===== config.mk =====
export PLATFORM = sky130hd
export DESIGN_NAME = ttc_top
export DESIGN_NICKNAME = d
export VERILOG_FILES = /design/src/logic/ttc_pkg.sv /design/src/logic/ttc_edge_det.sv /design/src/logic/ttc_dac_sum.sv /design/src/logic/ttc_top.sv
export SDC_FILE = /design/constraint.sdc
export NUM_CORES = 1
export LEC_CHECK = 0
export BUFFER_PORTS_ARGS = -buffer_cell sky130_fd_sc_hd__buf_2
export CORE_MARGIN = 2
export CORE_UTILIZATION = 52
export CTS_CLUSTER_DIAMETER = 40
export DETAILED_ROUTE_END_ITERATION = 10
export GPL_ROUTABILITY_DRIVEN = 1
export PLACE_DENSITY = 0.9
export SLEW_MARGIN = 20
export SYNTH_ARGS = -nofsm -noshare
export SYNTH_HDL_FRONTEND = slang
export SYNTH_HIERARCHICAL = 1
export SYNTH_SLANG_ARGS = --single-unit

===== constraint.sdc =====
create_clock -name clock -period 2.6 [get_ports clock]
set_clock_uncertainty 0.1 [all_clocks]
set_input_delay 0.52 -clock clock [delete_from_list [all_inputs] [get_ports clock]]
set_output_delay 0.52 -clock clock [all_outputs]
set_load 0.01 [all_outputs]

===== src/logic/ttc_pkg.sv =====
// package: register map, field positions and carrier types for thermal trip control
package ttc_pkg;

   // ****************************************************************
   // register offsets (byte addresses within the controller space)
   // ****************************************************************
   localparam logic [11:0] OFF_TRIP   = 12'hcdc; // trip_point_targets
   localparam logic [11:0] OFF_LIVE   = 12'hcda; // live_trip_indicators
   localparam logic [11:0] OFF_CAL    = 12'hce2; // calibration_offset_lock
   localparam logic [11:0] OFF_THR    = 12'hce4; // hardware_throttle_control
   localparam logic [11:0] OFF_STAT   = 12'hcea; // thermal_event_status
   localparam logic [11:0] OFF_SMICMD = 12'hcf1; // hot_trip_smi_enable holder

   // ****************************************************************
   // field positions
   // ****************************************************************
   localparam int TRIP_HOT_LSB   = 8;
   localparam int TRIP_CAT_LSB   = 0;
   localparam int CAL_LOCK_BIT   = 7;
   localparam int THR_HALT_BIT   = 3;
   localparam int THR_LOCK_BIT   = 0;
   localparam int ST_CAT_FALL    = 9;
   localparam int ST_HOT_FALL    = 8;
   localparam int ST_CAT_RISE    = 4;
   localparam int ST_HOT_RISE    = 3;
   localparam int LIVE_CAT_BIT   = 7;
   localparam int LIVE_HOT_BIT   = 6;
   localparam int SMI_EN_BIT     = 1;

   // ****************************************************************
   // reset values and writable masks
   // ****************************************************************
   localparam logic [15:0] TRIP_RST   = 16'h0000;
   localparam logic [6:0]  CAL_RST    = 7'h00;
   localparam logic [15:0] STAT_MASK  = 16'h0318;
   localparam logic [7:0]  THR_MASK   = 8'h09;
   localparam int          DAC_W      = 9;

   // register bus request
   typedef struct packed {
      logic        wr;
      logic        rd;
      logic [11:0] addr;
      logic [31:0] wdata;
   } ttc_req_t;

   // sensor compare outcome
   typedef struct packed {
      logic cat_above;
      logic hot_above;
   } ttc_live_t;

endpackage


===== src/logic/ttc_edge_det.sv =====
// module: crossing detector, turns a synchronised level into rise and fall pulses
`timescale 1ns/100ps
`default_nettype none
module ttc_edge_det (
   input  wire logic clock,
   input  wire logic reset,
   input  wire logic level,
   output logic      rise,
   output logic      fall
);
   logic prev_q;

   // remember last level; reset to low so a hot start shows as a rise
   always_ff @(posedge clock) begin
      if (reset) begin
         prev_q <= 1'b0;
      end else begin
         prev_q <= level;
      end
   end

   assign rise = level & ~prev_q;
   assign fall = ~level & prev_q;
endmodule
`default_nettype wire


===== src/logic/ttc_dac_sum.sv =====
// module: adds the sign-extended calibration offset to the temperature count
`timescale 1ns/100ps
`default_nettype none
module ttc_dac_sum #(
   parameter int W = ttc_pkg::DAC_W
) (
   input  wire logic [7:0]   count,
   input  wire logic [6:0]   offset,
   output logic      [W-1:0] sum
);
   logic [W-1:0] off_ext;
   logic [W-1:0] cnt_ext;

   // top bit copied upward; 41h..7fh become -3fh..-1
   assign off_ext = {{(W-7){offset[6]}}, offset};
   assign cnt_ext = {{(W-8){1'b0}}, count};
   // wraps modulo 2**W, the dac takes the low bits as is
   assign sum     = cnt_ext + off_ext;
endmodule
`default_nettype wire


===== src/logic/ttc_top.sv =====
// module: thermal trip control register bank with trip events and sys mgmt irq
// Functional notes
// - hot target bits 15:8, compared to temperature
// - catastrophic target bits 7:0, lock gated
// - catastrophic lock freezes calibration and trip targets
// - lock on platform reset, offset on power-good
// - signed offset plus counter drives the dac
// - offset loaded from fuses, still writable
// - offset sign-extended to nine bits
// - halt-on-catastrophic stops clocks until platform reset
// - throttle lock freezes throttle register, write-once
// - throttle and status cleared by platform reset
// - status 4 set on catastrophic rise
// - status 3 set on hot rise
// - status 9 set on catastrophic fall
// - status 8 set on hot fall
// - status bits clear only by writing one or by platform reset
// - hot rise raises system management interrupt
// - live bits 7 and 6 show above-target
// - smi enable bit 1 gates hot interrupt
`timescale 1ns/100ps
`default_nettype none
module ttc_top #(
   parameter int ADDR_W = 12,
   parameter int DAC_W  = ttc_pkg::DAC_W
) (
   input  wire logic              clock,
   input  wire logic              reset,
   input  wire logic              core_power_good_reset,
   input  wire logic              platform_reset_n,
   input  wire logic              reg_wr,
   input  wire logic              reg_rd,
   input  wire logic [ADDR_W-1:0] reg_addr,
   input  wire logic [31:0]       reg_wdata,
   output logic      [31:0]       reg_rdata,
   output logic                   reg_ack,
   input  wire logic [6:0]        fuse_offset,
   input  wire logic [7:0]        temp_count,
   input  wire logic [7:0]        sensed_temp,
   output logic      [DAC_W-1:0]  dac_code,
   output logic                   sys_mgmt_irq_n,
   output logic                   clock_halt
);

   // ****************************************************************
   // resets and request
   // ****************************************************************
   logic             plat_rst;
   logic             core_rst;
   ttc_pkg::ttc_req_t req;

   // either reset source also honours the local reset
   assign plat_rst = reset | ~platform_reset_n;
   assign core_rst = reset | core_power_good_reset;
   assign req      = '{wr: reg_wr, rd: reg_rd, addr: reg_addr, wdata: reg_wdata};

   // ****************************************************************
   // sensor input synchronisation
   // ****************************************************************
   logic [7:0] temp_s1_q;
   logic [7:0] temp_s2_q;

   // analog side is asynchronous; a multi-bit skew only shifts the compare by a cycle
   always_ff @(posedge clock) begin
      temp_s1_q <= sensed_temp;
      temp_s2_q <= temp_s1_q;
   end

   // ****************************************************************
   // trip targets and calibration
   // ****************************************************************
   logic [7:0] hot_target_q;
   logic [7:0] catastrophic_target_q;
   logic [6:0] calib_offset_q;
   logic       catastrophic_lock_q;
   logic       fuse_load_q;
   logic       wr_trip;
   logic       wr_cal;

   assign wr_trip = req.wr && req.addr == ttc_pkg::OFF_TRIP;
   assign wr_cal  = req.wr && req.addr == ttc_pkg::OFF_CAL;

   // targets live on power-good; writes dropped once locked
   always_ff @(posedge clock) begin
      if (core_rst) begin
         hot_target_q          <= ttc_pkg::TRIP_RST[15:8];
         catastrophic_target_q <= ttc_pkg::TRIP_RST[7:0];
      end else if (wr_trip && !catastrophic_lock_q) begin
         hot_target_q          <= req.wdata[ttc_pkg::TRIP_HOT_LSB +: 8];
         catastrophic_target_q <= req.wdata[ttc_pkg::TRIP_CAT_LSB +: 8];
      end
   end

   // offset on power-good, fuses copied in the cycle after release
   always_ff @(posedge clock) begin
      if (core_rst) begin
         calib_offset_q <= ttc_pkg::CAL_RST;
         fuse_load_q    <= 1'b1;
      end else if (fuse_load_q) begin
         calib_offset_q <= fuse_offset;
         fuse_load_q    <= 1'b0;
      end else if (wr_cal && !catastrophic_lock_q) begin
         calib_offset_q <= req.wdata[6:0];
      end
   end

   // lock is write-once; only platform reset clears it
   always_ff @(posedge clock) begin
      if (plat_rst) begin
         catastrophic_lock_q <= 1'b0;
      end else if (wr_cal && req.wdata[ttc_pkg::CAL_LOCK_BIT]) begin
         catastrophic_lock_q <= 1'b1;
      end
   end

   // ****************************************************************
   // dac code
   // ****************************************************************
   logic [DAC_W-1:0] dac_sum;

   ttc_dac_sum #(
      .W (DAC_W)
   ) u_sum (
      .count  (temp_count),
      .offset (calib_offset_q),
      .sum    (dac_sum)
   );

   // registered so the output leaves from a flop
   always_ff @(posedge clock) begin
      if (core_rst) begin
         dac_code <= '0;
      end else begin
         dac_code <= dac_sum;
      end
   end

   // ****************************************************************
   // live compare and crossings
   // ****************************************************************
   ttc_pkg::ttc_live_t live_q;
   logic               hot_rise;
   logic               hot_fall;
   logic               cat_rise;
   logic               cat_fall;

   // strictly above target counts as tripped
   always_ff @(posedge clock) begin
      if (core_rst) begin
         live_q <= '0;
      end else begin
         live_q.hot_above <= temp_s2_q > hot_target_q;
         live_q.cat_above <= temp_s2_q > catastrophic_target_q;
      end
   end

   ttc_edge_det u_hot (
      .clock (clock),
      .reset (core_rst),
      .level (live_q.hot_above),
      .rise  (hot_rise),
      .fall  (hot_fall)
   );

   ttc_edge_det u_cat (
      .clock (clock),
      .reset (core_rst),
      .level (live_q.cat_above),
      .rise  (cat_rise),
      .fall  (cat_fall)
   );

   // ****************************************************************
   // throttle control and smi enable
   // ****************************************************************
   logic halt_on_catastrophic_q;
   logic throttle_lock_q;
   logic hot_trip_smi_enable_q;
   logic wr_thr;

   assign wr_thr = req.wr && req.addr == ttc_pkg::OFF_THR;

   // whole register frozen once the lock is set
   always_ff @(posedge clock) begin
      if (plat_rst) begin
         halt_on_catastrophic_q <= 1'b0;
         throttle_lock_q        <= 1'b0;
      end else if (wr_thr && !throttle_lock_q) begin
         halt_on_catastrophic_q <= req.wdata[ttc_pkg::THR_HALT_BIT];
         throttle_lock_q        <= req.wdata[ttc_pkg::THR_LOCK_BIT];
      end
   end

   // smi enable, platform reset domain
   always_ff @(posedge clock) begin
      if (plat_rst) begin
         hot_trip_smi_enable_q <= 1'b0;
      end else if (req.wr && req.addr == ttc_pkg::OFF_SMICMD) begin
         hot_trip_smi_enable_q <= req.wdata[ttc_pkg::SMI_EN_BIT];
      end
   end

   // halt holds until platform reset; mode sampled at the trip itself
   always_ff @(posedge clock) begin
      if (plat_rst) begin
         clock_halt <= 1'b0;
      end else if (cat_rise && halt_on_catastrophic_q) begin
         clock_halt <= 1'b1;
      end
   end

   // ****************************************************************
   // event status, write one to clear
   // ****************************************************************
   logic [15:0] status_q;
   logic [15:0] status_set;
   logic [15:0] status_clr;

   always_comb begin
      status_set                       = '0;
      status_set[ttc_pkg::ST_CAT_RISE] = cat_rise;
      status_set[ttc_pkg::ST_HOT_RISE] = hot_rise;
      status_set[ttc_pkg::ST_CAT_FALL] = cat_fall;
      status_set[ttc_pkg::ST_HOT_FALL] = hot_fall;
   end

   assign status_clr = (req.wr && req.addr == ttc_pkg::OFF_STAT) ?
                       req.wdata[15:0] : 16'h0000;

   // a new event in the clear cycle wins, so nothing is lost
   always_ff @(posedge clock) begin
      if (plat_rst) begin
         status_q <= 16'h0000;
      end else begin
         status_q <= ((status_q & ~status_clr) | status_set) & ttc_pkg::STAT_MASK;
      end
   end

   // ****************************************************************
   // system management interrupt
   // ****************************************************************
   // level while the hot rise flag stands; software rereads live bits after clearing
   always_ff @(posedge clock) begin
      if (plat_rst) begin
         sys_mgmt_irq_n <= 1'b1;
      end else begin
         sys_mgmt_irq_n <= ~(hot_trip_smi_enable_q &&
                             (status_q[ttc_pkg::ST_HOT_RISE] || hot_rise));
      end
   end

   // ****************************************************************
   // read path
   // ****************************************************************
   logic [31:0] rdata_d;

   // unmapped and reserved bits read zero
   always_comb begin
      rdata_d = 32'h0000_0000;
      case (req.addr)
         ttc_pkg::OFF_TRIP: begin
            rdata_d[15:0] = {hot_target_q, catastrophic_target_q};
         end
         ttc_pkg::OFF_LIVE: begin
            rdata_d[ttc_pkg::LIVE_CAT_BIT] = live_q.cat_above;
            rdata_d[ttc_pkg::LIVE_HOT_BIT] = live_q.hot_above;
         end
         ttc_pkg::OFF_CAL: begin
            rdata_d[7:0] = {catastrophic_lock_q, calib_offset_q};
         end
         ttc_pkg::OFF_THR: begin
            rdata_d[ttc_pkg::THR_HALT_BIT] = halt_on_catastrophic_q;
            rdata_d[ttc_pkg::THR_LOCK_BIT] = throttle_lock_q;
         end
         ttc_pkg::OFF_STAT: begin
            rdata_d[15:0] = status_q;
         end
         ttc_pkg::OFF_SMICMD: begin
            rdata_d[ttc_pkg::SMI_EN_BIT] = hot_trip_smi_enable_q;
         end
         default: begin
            rdata_d = 32'h0000_0000;
         end
      endcase
   end

   // one-cycle answer, data held until the next read
   always_ff @(posedge clock) begin
      if (reset) begin
         reg_rdata <= 32'h0000_0000;
         reg_ack   <= 1'b0;
      end else begin
         reg_ack <= req.wr | req.rd;
         if (req.rd) begin
            reg_rdata <= rdata_d;
         end
      end
   end

endmodule
`default_nettype wire


==> impl_metrics.env, run 1 <==
export IMPL_outcome="completed"
export IMPL_synth_top_cell_area_share_pct=40.82
export IMPL_netlist_cell_type_count=58
export IMPL_cts_max_level=3
export IMPL_placeableCoreArea_um2=7292
export IMPL_filler_cell_count=634
export IMPL_grt_antenna_before_repair=0
export IMPL_holdBufCountCts=0
export IMPL_synth_area_top_cells="dfxtp_1 41%, ha_1 7.7%, mux2i_1 5.9%, buf_4 4.0%, a21oi_1 3.1%"
export IMPL_cts_num_sinks=80
export IMPL_crit_fanout=3
export IMPL_synth_most_common_cell="dfxtp_1"
export IMPL_post_synth_instance_area_um2=3924
export IMPL_drt_vias_per_instance=5.603
export IMPL_post_route_min_period_ns=2.127
export IMPL_routabilityCongestion=0.9156
export IMPL_yosysWarnings=6
export IMPL_post_route_drc_count=0
export IMPL_synth_enable_flop_cells=0
export IMPL_rsz0062_at_grt="no"
export IMPL_proportion_of_register_bits_with_asynchronous_set_or_reset_after_synthesis_pct=0
export IMPL_final_setup_worst_slack_ns=0.4731
export IMPL_post_cts_resize_count=0
export IMPL_via_count=3328
export IMPL_syn_instance_count=411
export IMPL_antenna_violating_nets_post_route=0
export IMPL_die_height_um=90.87
export IMPL_grt_pass1_vias=3133
export IMPL_timing_hold_worst_class="in2reg"
export IMPL_clk_root_buffer_cell="clkbuf_8"
export IMPL_design_final_nets=588
export IMPL_post_route_cell_area_um2=4488
export IMPL_synth_top_flop_cell="dfxtp_1"
export IMPL_io_pins=117
export IMPL_critical_path_arrival_ns=2.28
export IMPL_port_buffers=84
export IMPL_final_max_slew_viol_count=0
export IMPL_total_congestion_overflow=0
export IMPL_critical_path_class="reg2reg"
export IMPL_numCtsBuffers=9
export IMPL_grt_util_all_layers_pct=21.91
export IMPL_floorplan_rows=31
export IMPL_synth_common_cells="80 x dfxtp_1, 29 x nor2_1, 24 x a21oi_1, 24 x ha_1, 23 x mux2i_1"
export IMPL_synth_largest_area_cell="dfxtp_1"
export IMPL_p_leak_uw=0.002045
export IMPL_wl_per_cell_um=15.41
export IMPL_layout_worst_path_cycle_share_pct=81.80
export IMPL_clk_path_buf_depth=2
export IMPL_setup_total_negative_slack_ns=0
export IMPL_power_density_nw_per_um2=558.3
export IMPL_path_cells="ha_1, fa_1, a21o_1, a21oi_2, o21ai_0, xor2_1, and2_1"
export IMPL_endpoint_kind="register"
export IMPL_grt_pass1_wl_mm=14.50
export IMPL_syn_to_final_growth_pct=14.38
export IMPL_worst_slew_pin_transition_ns=0.6008
export IMPL_total_detailed_routing_wirelength_mm=9.152
export IMPL_cts_tree="done"
export IMPL_clk_transition_reported_paths_ns=0.08
export IMPL_timing_critical_path_from_type="register"
export IMPL_final_layout_size_suffix_gt1_share_pct=24.44
export IMPL_pin_count_of_the_biggest_net_entering_global_routing=19
export IMPL_clk_latency_ns=0.36
export IMPL_placed_cell_areas_um2=4284
export IMPL_postSynthAreaPerCell_um2=9.547
export IMPL_yosysSeqAreaShare_pct=40.82
export IMPL_hpwlAfterDp_mm=6.888
export IMPL_max_capacitance_violation_total=0
export IMPL_postCtsSetupBuffers=0
export IMPL_n_antenna_cell=0
export IMPL_hold_viol=0
export IMPL_horizontal_die_dimension_um=90.87
export IMPL_max_vdd_ir_drop_uv=322.9
export IMPL_slowest_delay_ns=0.42
export IMPL_preCtsSetupSlack_ns=0.2645
export IMPL_worst_slew_slack_as_a_fraction_of_its_limit_pct=59.89
export IMPL_critPathRequiredTime_ns=2.75
export IMPL_initial_utilization_pct=53.81
export IMPL_setup_violations_final=0
export IMPL_worst_path_max_delay_cell="fa_1"
export IMPL_fmax_mhz=470.2
export IMPL_fp_dieArea_um2=8256
export IMPL_drt_pass1_iterations=5
export IMPL_first_iter_violations=203
export IMPL_yosys_register_bits=80
[cell families after synthesis]
| kind of cell | Yosys count | synth area share [%] |
|---|---|---|
| and+or+nand+nor | 128 | 19.16 |
| AOI/OAI and AO/OA | 89 | 15.18 |
| DFF | 80 | 40.82 |
| buffers and inverters | 58 | 9.087 |
| adders and majority gates | 25 | 8.163 |
| muxes | 24 | 6.154 |
| xor gates and xnor gates | 6 | 1.340 |
| other | 1 | 0.09557 |
[state kept, by name, summed over array words and instances (netlist names)]
signal / cells
hot_target_q: 8
reg_rdata: 16
calib_offset_q: 7
u_hot/prev_q: 1
catastrophic_target_q: 8
hot_trip_smi_enable_q: 1
temp_s1_q: 8
status_q: 4
live_q: 2
temp_s2_q: 8
reg_ack: 1
clock_halt: 1
sys_mgmt_irq_n: 1
throttle_lock_q: 1
dac_code: 9
fuse_load_q: 1
halt_on_catastrophic_q: 1
catastrophic_lock_q: 1
u_cat/prev_q: 1
[metrics by stage]
stage	total power, µW	utilization (%)	hold WS [ns]	cells
floorplan	1505	-	0.2096	426
global placement	1572	58.75	0.2129	578
detailed placement	1588	58.75	0.2128	578
CTS	2513	61.55	0.1530	594
global route	2594	61.55	0.1482	594
finish	2506	61.55	0.1588	594
[routing by layer]
layer / global-route usage [%] / wire length (µm) / vias to the layer above
li1: - / - / 1582
met1: 27.38 / 3873 / 1575
met2: 36.75 / 4382 / 151
met3: 3.756 / 699 / 20
met4: 10.35 / 197 / 0
met5: 0 / 0 / -
[layout make-up]
type / instances / area [µm²] / area share (%)
sequential: 80 / 1602 / 35.68
tap: 99 / 123.9 / 2.760
inverter: 23 / 86.33 / 1.924
clock inverter: 7 / 80.08 / 1.784
multi-input combinational: 288 / 2022 / 45.05
timing repair buffer: 88 / 450.4 / 10.04
clock buffer: 9 / 123.9 / 2.760
[cells in the final DEF (no fill, tap or decap), types with 7 or more instances in the layout]
cell type and n:
o21a_1 10, ha_1 24, a21oi_1 24, inv_1 22
dfxtp_1 80, and2_1 10, nor3_1 10, mux2i_1 23
nor2_1 29, a31oi_1 7, conb_1 16, a22o_1 9
nand3_1 11, o21ai_0 14, nand2_1 18, buf_2 84
nor3_2 7, nor2b_1 14, clkbuf_8 9
[path summary, 6_finish.rpt]
kind                                         from      endpoint  slack [ns]  depth (start not counted)
worst max-delay path            calib_offset_q[0]   dac_code[6]        0.47                          7
worst min-delay path               sensed_temp[3]  temp_s1_q[3]        0.16                          1
worst max register to register  calib_offset_q[0]   dac_code[6]        0.47                          7
worst min register to register       temp_s1_q[1]  temp_s2_q[1]        0.23                          0
[worst max-delay path: cells and delay by family, from the launching register on]
kind / cells / cell delay, ns
flops: 1 / 0.36
simple gates: 1 / 0.14
fa+ha+maj: 2 / 0.69
xor+xnor: 1 / 0.16
compound gates: 3 / 0.58
[where the power goes]
group | internal (µW) | switching [µW] | total (µW)
sequential | 1260 | 26.2 | 1290
clock | 455 | 485 | 940
combinational | 124 | 155 | 279
Note: power is estimated with default switching activity, not from simulation.
==> run 2, diff against run 1 <==
--- a/config.mk
+++ b/config.mk
@@ -5,13 +5,14 @@
 export SDC_FILE = /design/constraint.sdc
 export NUM_CORES = 1
 export LEC_CHECK = 0
+export ABC_AREA = 1
 export BUFFER_PORTS_ARGS = -buffer_cell sky130_fd_sc_hd__buf_2
 export CORE_MARGIN = 2
-export CORE_UTILIZATION = 52
+export CORE_UTILIZATION = 47
 export CTS_CLUSTER_DIAMETER = 40
 export DETAILED_ROUTE_END_ITERATION = 10
 export GPL_ROUTABILITY_DRIVEN = 1
-export PLACE_DENSITY = 0.9
+export PLACE_DENSITY = 0.87
 export SLEW_MARGIN = 20
 export SYNTH_ARGS = -nofsm -noshare
 export SYNTH_HDL_FRONTEND = slang
==> constraint.sdc (replaced) <==
create_clock -name clock -period 1.9 [get_ports clock]
set_clock_uncertainty 0.1 [all_clocks]
set_input_delay 0.38 -clock clock [delete_from_list [all_inputs] [get_ports clock]]
set_output_delay 0.38 -clock clock [all_outputs]
set_load 0.01 [all_outputs]
==> run 2 against run 1 <==
  * Setup slack lost 0.33 ns
  * Utilization shrank 4.4 points
  * Total power grew 38%
  * Clock-buffer cell count is the same
==> impl_metrics.env, run 2 <==
export IMPL_placeableCoreArea_um2=8175
export IMPL_synth_enable_flop_cells=0
export IMPL_switching_share_pct=27.09
export IMPL_setup_violations_final=0
export IMPL_setup_total_negative_slack_ns=0
export IMPL_total_congestion_overflow=0
export IMPL_proportion_of_register_bits_with_asynchronous_set_or_reset_after_synthesis_pct=0
export IMPL_port_buffers=84
export IMPL_syn_instance_count=527
export IMPL_rsz0062_at_grt="no"
export IMPL_grt_use_met3_pct=3.915
export IMPL_routabilityCongestion=0.9076
export IMPL_holdBufCountCts=0
export IMPL_setup_slack_on_the_worst_flop_to_flop_path_ns=0.15
export IMPL_largest_register_by_flop_count="reg_rdata"
export IMPL_filler_cell_count=757
export IMPL_timing_hold_worst_class="in2reg"
export IMPL_syn_to_final_growth_pct=18.27
export IMPL_cts_tree="done"
export IMPL_cts_max_level=3
export IMPL_drt_pass1_iterations=4
export IMPL_clk_path_buf_depth=2
export IMPL_synth_largest_area_cell="dfxtp_1"
export IMPL_grt_pass1_wl_mm=14.68
export IMPL_crit_fanout=3
export IMPL_layout_top_registers="reg_rdata: 16 flops, dac_code: 9 flops"
export IMPL_max_capacitance_violation_total=0
export IMPL_min_to="temp_s1_q[7]"
export IMPL_timing_critical_path_from_type="register"
export IMPL_post_cts_resize_count=0
export IMPL_layout_commonest_cell="nand2_1"
export IMPL_yosysWarnings=6
export IMPL_met2_usage_pct=36.71
export IMPL_grt_util_all_layers_pct=20.73
export IMPL_cp_num_buf_inv=1
export IMPL_horizontal_die_dimension_um=95.69
export IMPL_max_vdd_ir_drop_uv=556.1
export IMPL_largest_register_ff_count=16
export IMPL_power_clock_fraction_pct=37.1
export IMPL_antenna_violating_nets_post_route=0
export IMPL_final_layout_size_suffix_gt1_share_pct=22.68
export IMPL_postCtsSetupBuffers=0
export IMPL_layout_worst_path_cycle_share_pct=92.25
export IMPL_clk_transition_reported_paths_ns=0.09
export IMPL_met1_usage_pct=24.24
export IMPL_netSwitchingPower_uw=935.6
export IMPL_synth_area_top_cells="dfxtp_1 41%, nand2_1 9.4%, ha_1 7.6%, inv_1 7.3%, nor2_1 4.9%"
export IMPL_multi_input_comb_area_um2=1898
export IMPL_fin_util_pct=57.16
export IMPL_netlist_cell_type_count=38
export IMPL_hold_viol=0
export IMPL_number_of_stages_on_the_worst_hold_path=1
export IMPL_yosys_register_bits=80
export IMPL_post_route_drc_count=0
export IMPL_via_count=3560
export IMPL_outcome="completed"
export IMPL_grt_busiest_layer="met2"
export IMPL_floorplan_rows=33
export IMPL_first_iter_violations=201
export IMPL_io_pins=117
export IMPL_timing_reg2reg_worst_path_depth=10
export IMPL_synth_most_common_cell="nand2_1"
export IMPL_numCtsBuffers=9
export IMPL_synth_common_cells="99 x nand2_1, 80 x dfxtp_1, 77 x inv_1"
export IMPL_endpoint_kind="register"
export IMPL_post_route_min_period_ns=1.753
export IMPL_worst_path_max_delay_cell="fa_1"
export IMPL_postSynthAreaPerCell_um2=7.498
export IMPL_pin_count_of_the_biggest_net_entering_global_routing=33
export IMPL_grt_antenna_before_repair=0
export IMPL_critPathRequiredTime_ns=2.05
export IMPL_path_cells="ha_1, fa_1, nand2_1, nand2_1, nand3_1, nand2_1, nand2_1, nand2_1, inv_1, nor2_1"
export IMPL_power_share_sequential_pct=51.0
export IMPL_p_leak_uw=0.002252
export IMPL_initial_utilization_pct=48.33
export IMPL_yosysSeqAreaShare_pct=40.53
export IMPL_timing_hold_worst_start="sensed_temp[7]"
export IMPL_wl_per_cell_um=12.53
export IMPL_cts_num_sinks=80
export IMPL_power_uw=3454
export IMPL_critical_path_class="reg2reg"
export IMPL_clk_root_buffer_cell="clkbuf_8"
export IMPL_slowest_delay_ns=0.41
export IMPL_synth_top_flop_cell="dfxtp_1"
export IMPL_power_density_nw_per_um2=739.1
export IMPL_layout_common_cells="99 x nand2_1, 84 x buf_2, 80 x dfxtp_1, 77 x inv_1, 52 x nor2_1"
export IMPL_comb_power_share_pct=12.0
export IMPL_worstReg2RegStart="calib_offset_q[0]"
export IMPL_post_synth_instance_area_um2=3951
export IMPL_critical_path_arrival_ns=1.90
export IMPL_power_internal_uw=2518
export IMPL_synth_top_cell_area_share_pct=40.53
export IMPL_drt_vias_per_instance=4.870
export IMPL_die_height_um=95.69
export IMPL_fp_dieArea_um2=9157
export IMPL_worst_r2r_end="dac_code[8]"
export IMPL_sequential_cell_area_um2=1602
export IMPL_crit_top_cell="nand2_1"
export IMPL_n_antenna_cell=0
export IMPL_design_final_nets=719
export IMPL_total_detailed_routing_wirelength_mm=9.162
export IMPL_clk_latency_ns=0.35
export IMPL_final_max_slew_viol_count=0
export IMPL_worst_path_dominant_cell_family="adder cells"
export IMPL_fmax_mhz=570.6
export IMPL_grt_pass1_vias=3398
export IMPL_hpwlAfterDp_mm=7.275
-- run 2: cell types whose count changed after synthesis, sizes merged, moves of 8 or more --
cell	change
buf	-8
nor2	+28
a21oi	+23
mux2i	-23
o21a	-10
nor2b	-14
nor3	-14
a22o	-10
inv	+61
o21ai	+22
nand3	+16
nand2	+84
and2	-9
-- run 2: through the flow --
| step | instance area (µm²) | setup WS, ns | hold slack (ns) | instances |
|---|---|---|---|---|
| after CTS | 4673 | 0.1767 | 0.01136 | 731 |
| after global placement | 4469 | 0.07765 | 0.2127 | 715 |
| after global routing | 4673 | 0.02472 | 0.007439 | 731 |
| after detailed placement | 4469 | 0.05174 | 0.2121 | 715 |
| final | 4673 | 0.1473 | 0.02462 | 731 |
| after floorplan | 4008 | 0.2788 | 0.2096 | 542 |
-- run 2: worst max-delay path by stage --
stage	from	endpoint	slack, ns	cells after the start
after floorplan	temp_count[0]	dac_code[8]	0.28	10
after global placement	temp_count[0]	dac_code[8]	0.08	11
after global routing	calib_offset_q[0]	dac_code[8]	0.02	9
after CTS	calib_offset_q[0]	dac_code[8]	0.18	10
final	calib_offset_q[0]	dac_code[8]	0.15	10
after detailed placement	temp_count[0]	dac_code[8]	0.05	11
-- run 2: cells by family (layout without fill, tap and decap cells) --
group	Yosys count	after routing	share of synthesized area (%)
simple gates	208	208	23.59
buf+inv	113	197	12.86
compound gates	97	97	14.15
flops	80	80	40.53
fa+ha+maj	25	25	8.106
xor+xnor	3	3	0.6651
other cells	1	16	0.09491
-- run 2: worst register-to-register path, delay by kind of cell, from the launching register on --
kind          cells  cell delay [ns]
fa+ha+maj         2             0.65
buf+inv           1             0.04
flops             1             0.35
simple gates      7             0.52
-- run 2: metal layers --
layer  vias up  share of wire [%]
li1       1842                  -
met1      1597                 42
met2        95                 51
met3        26                4.8
met4         0                2.5
met5         -                  0
-- run 2: cell type report --
cell class / instances / share of cell area (%)
Tap cell: 105 / 2.811
Timing Repair Buffer: 95 / 11.03
Inverter: 86 / 6.908
Sequential cell: 80 / 34.27
Clock buffer: 9 / 2.651
Multi-Input combinational cell: 349 / 40.62
Clock inverter: 7 / 1.714
-- run 2: power groups by stage --
stage	clock network, µW	registers, µW	logic (µW)
after floorplan	0	1800	270
after global placement	0	1800	395
after detailed placement	0	1800	410
after CTS	1300	1760	412
after global routing	1390	1770	469
final	1280	1760	413
==> run 3, diff against run 2 <==
--- a/config.mk
+++ b/config.mk
@@ -13,8 +13,11 @@
 export DETAILED_ROUTE_END_ITERATION = 10
 export GPL_ROUTABILITY_DRIVEN = 1
 export PLACE_DENSITY = 0.87
+export RECOVER_POWER = 100
+export REMOVE_ABC_BUFFERS = 1
 export SLEW_MARGIN = 20
 export SYNTH_ARGS = -nofsm -noshare
 export SYNTH_HDL_FRONTEND = slang
 export SYNTH_HIERARCHICAL = 1
 export SYNTH_SLANG_ARGS = --single-unit
+export TNS_END_PERCENT = 20
==> run 3 against run 2 <==
  * Via count up 1.6%
  * Global-route usage rose by 0.16 points
  * Non-clock buffer count increased by 3
  * Critical path type unchanged
==> impl_metrics.env, run 3 (synthesized netlist as in run 2, its figures left out) <==
export IMPL_outcome="completed"
export IMPL_post_cts_resize_count=0
export IMPL_cts_tree="done"
export IMPL_fp_dieArea_um2=9157
export IMPL_layout_top_registers="reg_rdata: 16 flops, dac_code: 9 flops"
export IMPL_clk_path_buf_depth=2
export IMPL_antenna_violating_nets_post_route=0
export IMPL_setup_total_negative_slack_ns=0
export IMPL_critPathRequiredTime_ns=2.05
export IMPL_layout_commonest_cell="nand2_1"
export IMPL_timing_hold_worst_class="in2reg"
export IMPL_pin_count_of_the_biggest_net_entering_global_routing=33
export IMPL_horizontal_die_dimension_um=95.69
export IMPL_critical_path_class="reg2reg"
export IMPL_via_count=3618
export IMPL_postCtsSetupBuffers=0
export IMPL_grt_pass1_vias=3320
export IMPL_grt_antenna_before_repair=0
export IMPL_largest_register_ff_count=16
export IMPL_hold_viol=0
export IMPL_preCtsSetupSlack_ns=0.06052
export IMPL_cts_num_sinks=80
export IMPL_design_final_nets=722
export IMPL_wl_per_cell_um=12.64
export IMPL_largest_register_by_flop_count="reg_rdata"
export IMPL_drt_pass1_iterations=5
export IMPL_grt_pass1_wl_mm=14.69
export IMPL_timing_critical_path_from_type="register"
export IMPL_max_capacitance_violation_total=0
export IMPL_final_setup_worst_slack_ns=0.1919
export IMPL_clk_root_buffer_cell="clkbuf_8"
export IMPL_clk_latency_ns=0.35
export IMPL_post_route_drc_count=0
export IMPL_critical_path_arrival_ns=1.86
export IMPL_n_antenna_cell=0
export IMPL_worst_slew_pin_transition_ns=0.5114
export IMPL_hpwlAfterDp_mm=6.980
export IMPL_layout_worst_path_cycle_share_pct=89.90
export IMPL_fin_util_pct=56.90
export IMPL_initial_utilization_pct=48.33
export IMPL_worst_slew_slack_as_a_fraction_of_its_limit_pct=65.90
export IMPL_die_height_um=95.69
export IMPL_cell_count_after_placement=716
export IMPL_first_iter_violations=198
export IMPL_max_vdd_ir_drop_uv=623.4
export IMPL_fmax_mhz=585.4
export IMPL_p_leak_uw=0.002138
export IMPL_endpoint_kind="register"
export IMPL_placeableCoreArea_um2=8175
export IMPL_io_pins=117
export IMPL_routabilityCongestion=0.8687
export IMPL_syn_to_final_growth_pct=17.73
export IMPL_crit_path_start="calib_offset_q[0]"
export IMPL_layout_common_cells="101 x nand2_1, 80 x dfxtp_1, 79 x inv_1, 55 x nor2_1, 53 x buf_2"
export IMPL_port_buffers=84
export IMPL_total_congestion_overflow=0
export IMPL_setup_violations_final=0
export IMPL_final_cell_count_without_fillers=734
export IMPL_worstReg2RegStart="calib_offset_q[0]"
export IMPL_cts_max_level=3
export IMPL_final_layout_size_suffix_gt1_share_pct=15.74
export IMPL_crit_fanout=3
export IMPL_post_route_min_period_ns=1.708
export IMPL_grt_util_all_layers_pct=20.89
export IMPL_clk_transition_reported_paths_ns=0.10
export IMPL_rsz0062_at_grt="no"
export IMPL_total_detailed_routing_wirelength_mm=9.276
export IMPL_timing_hold_worst_start="sensed_temp[3]"
export IMPL_power_density_nw_per_um2=778.8
export IMPL_final_max_slew_viol_count=0
export IMPL_numCtsBuffers=9
export IMPL_floorplan_rows=33
export IMPL_drt_vias_per_instance=4.929
-- run 3: cell types whose count changed in the layout (fill, tap and decap cells not counted), sizes merged --
cell | before | now
buf | 95 | 61
bufinv | 1 | 2
clkbuf | 9 | 44
clkinv | 6 | 5
dlygate4sd3 | 0 | 2
-- run 3: final timing paths --
path,depth (start not counted),to,slack [ns]
hold / removal,1,temp_s1_q[3],0.02
setup reg to reg,10,dac_code[8],0.19
setup / recovery,10,dac_code[8],0.19
hold reg to reg,0,temp_s2_q[6],0.22
-- run 3: critical path: stages, from the launching register on --
cell	delay, ns
dfxtp_1	0.34
ha_1	0.23
fa_1	0.41
nand2_1	0.09
nand2_1	0.08
nand3_1	0.12
nand2_1	0.06
nand2_1	0.05
nand2_1	0.04
inv_1	0.04
nor2_1	0.03
-- run 3: where the power goes --
part,internal (µW),switching (µW),leakage (µW)
clock,765,691,0.000114
sequential,1730,29.5,0.000656
combinational,160,247,0.00137
-- run 3: stage by stage --
stage	cell area, µm²	hold WS, ns	power [µW]
4_1_cts	4711	0.006440	3642
3_3_place_gp	4477	0.2126	2190
5_1_grt	4652	0.002093	3777
2_1_floorplan	3822	0.2096	2037
3_5_place_dp	4477	0.2121	2208
6_report	4652	0.02131	3623
-- run 3: repair_timing --
item	CTS	global route
hold buffers	0	2
setup endpoints to repair	0	0
endpoints found under the hold margin	0	2
-- run 3: final cells by class --
type / instances / area (µm²)
Sequential cell: 80 / 1602
Inverter: 86 / 322.8
Clock buffer: 9 / 123.9
Timing Repair Buffer: 98 / 490.5
Tap cell: 105 / 131.4
Fill cell: 789 / 3523
Clock inverter: 7 / 110.1
Multi-Input combinational cell: 349 / 1872
-- run 3: layer usage --
| metal | up-vias | global-route usage, % | share of wire [%] |
|---|---|---|---|
| li1 | 1847 | - | - |
| met3 | 24 | 5.482 | 4.9 |
| met2 | 126 | 36.01 | 50 |
| met5 | - | 0 | 0 |
| met1 | 1621 | 24.43 | 42 |
| met4 | 0 | 9.048 | 3.2 |
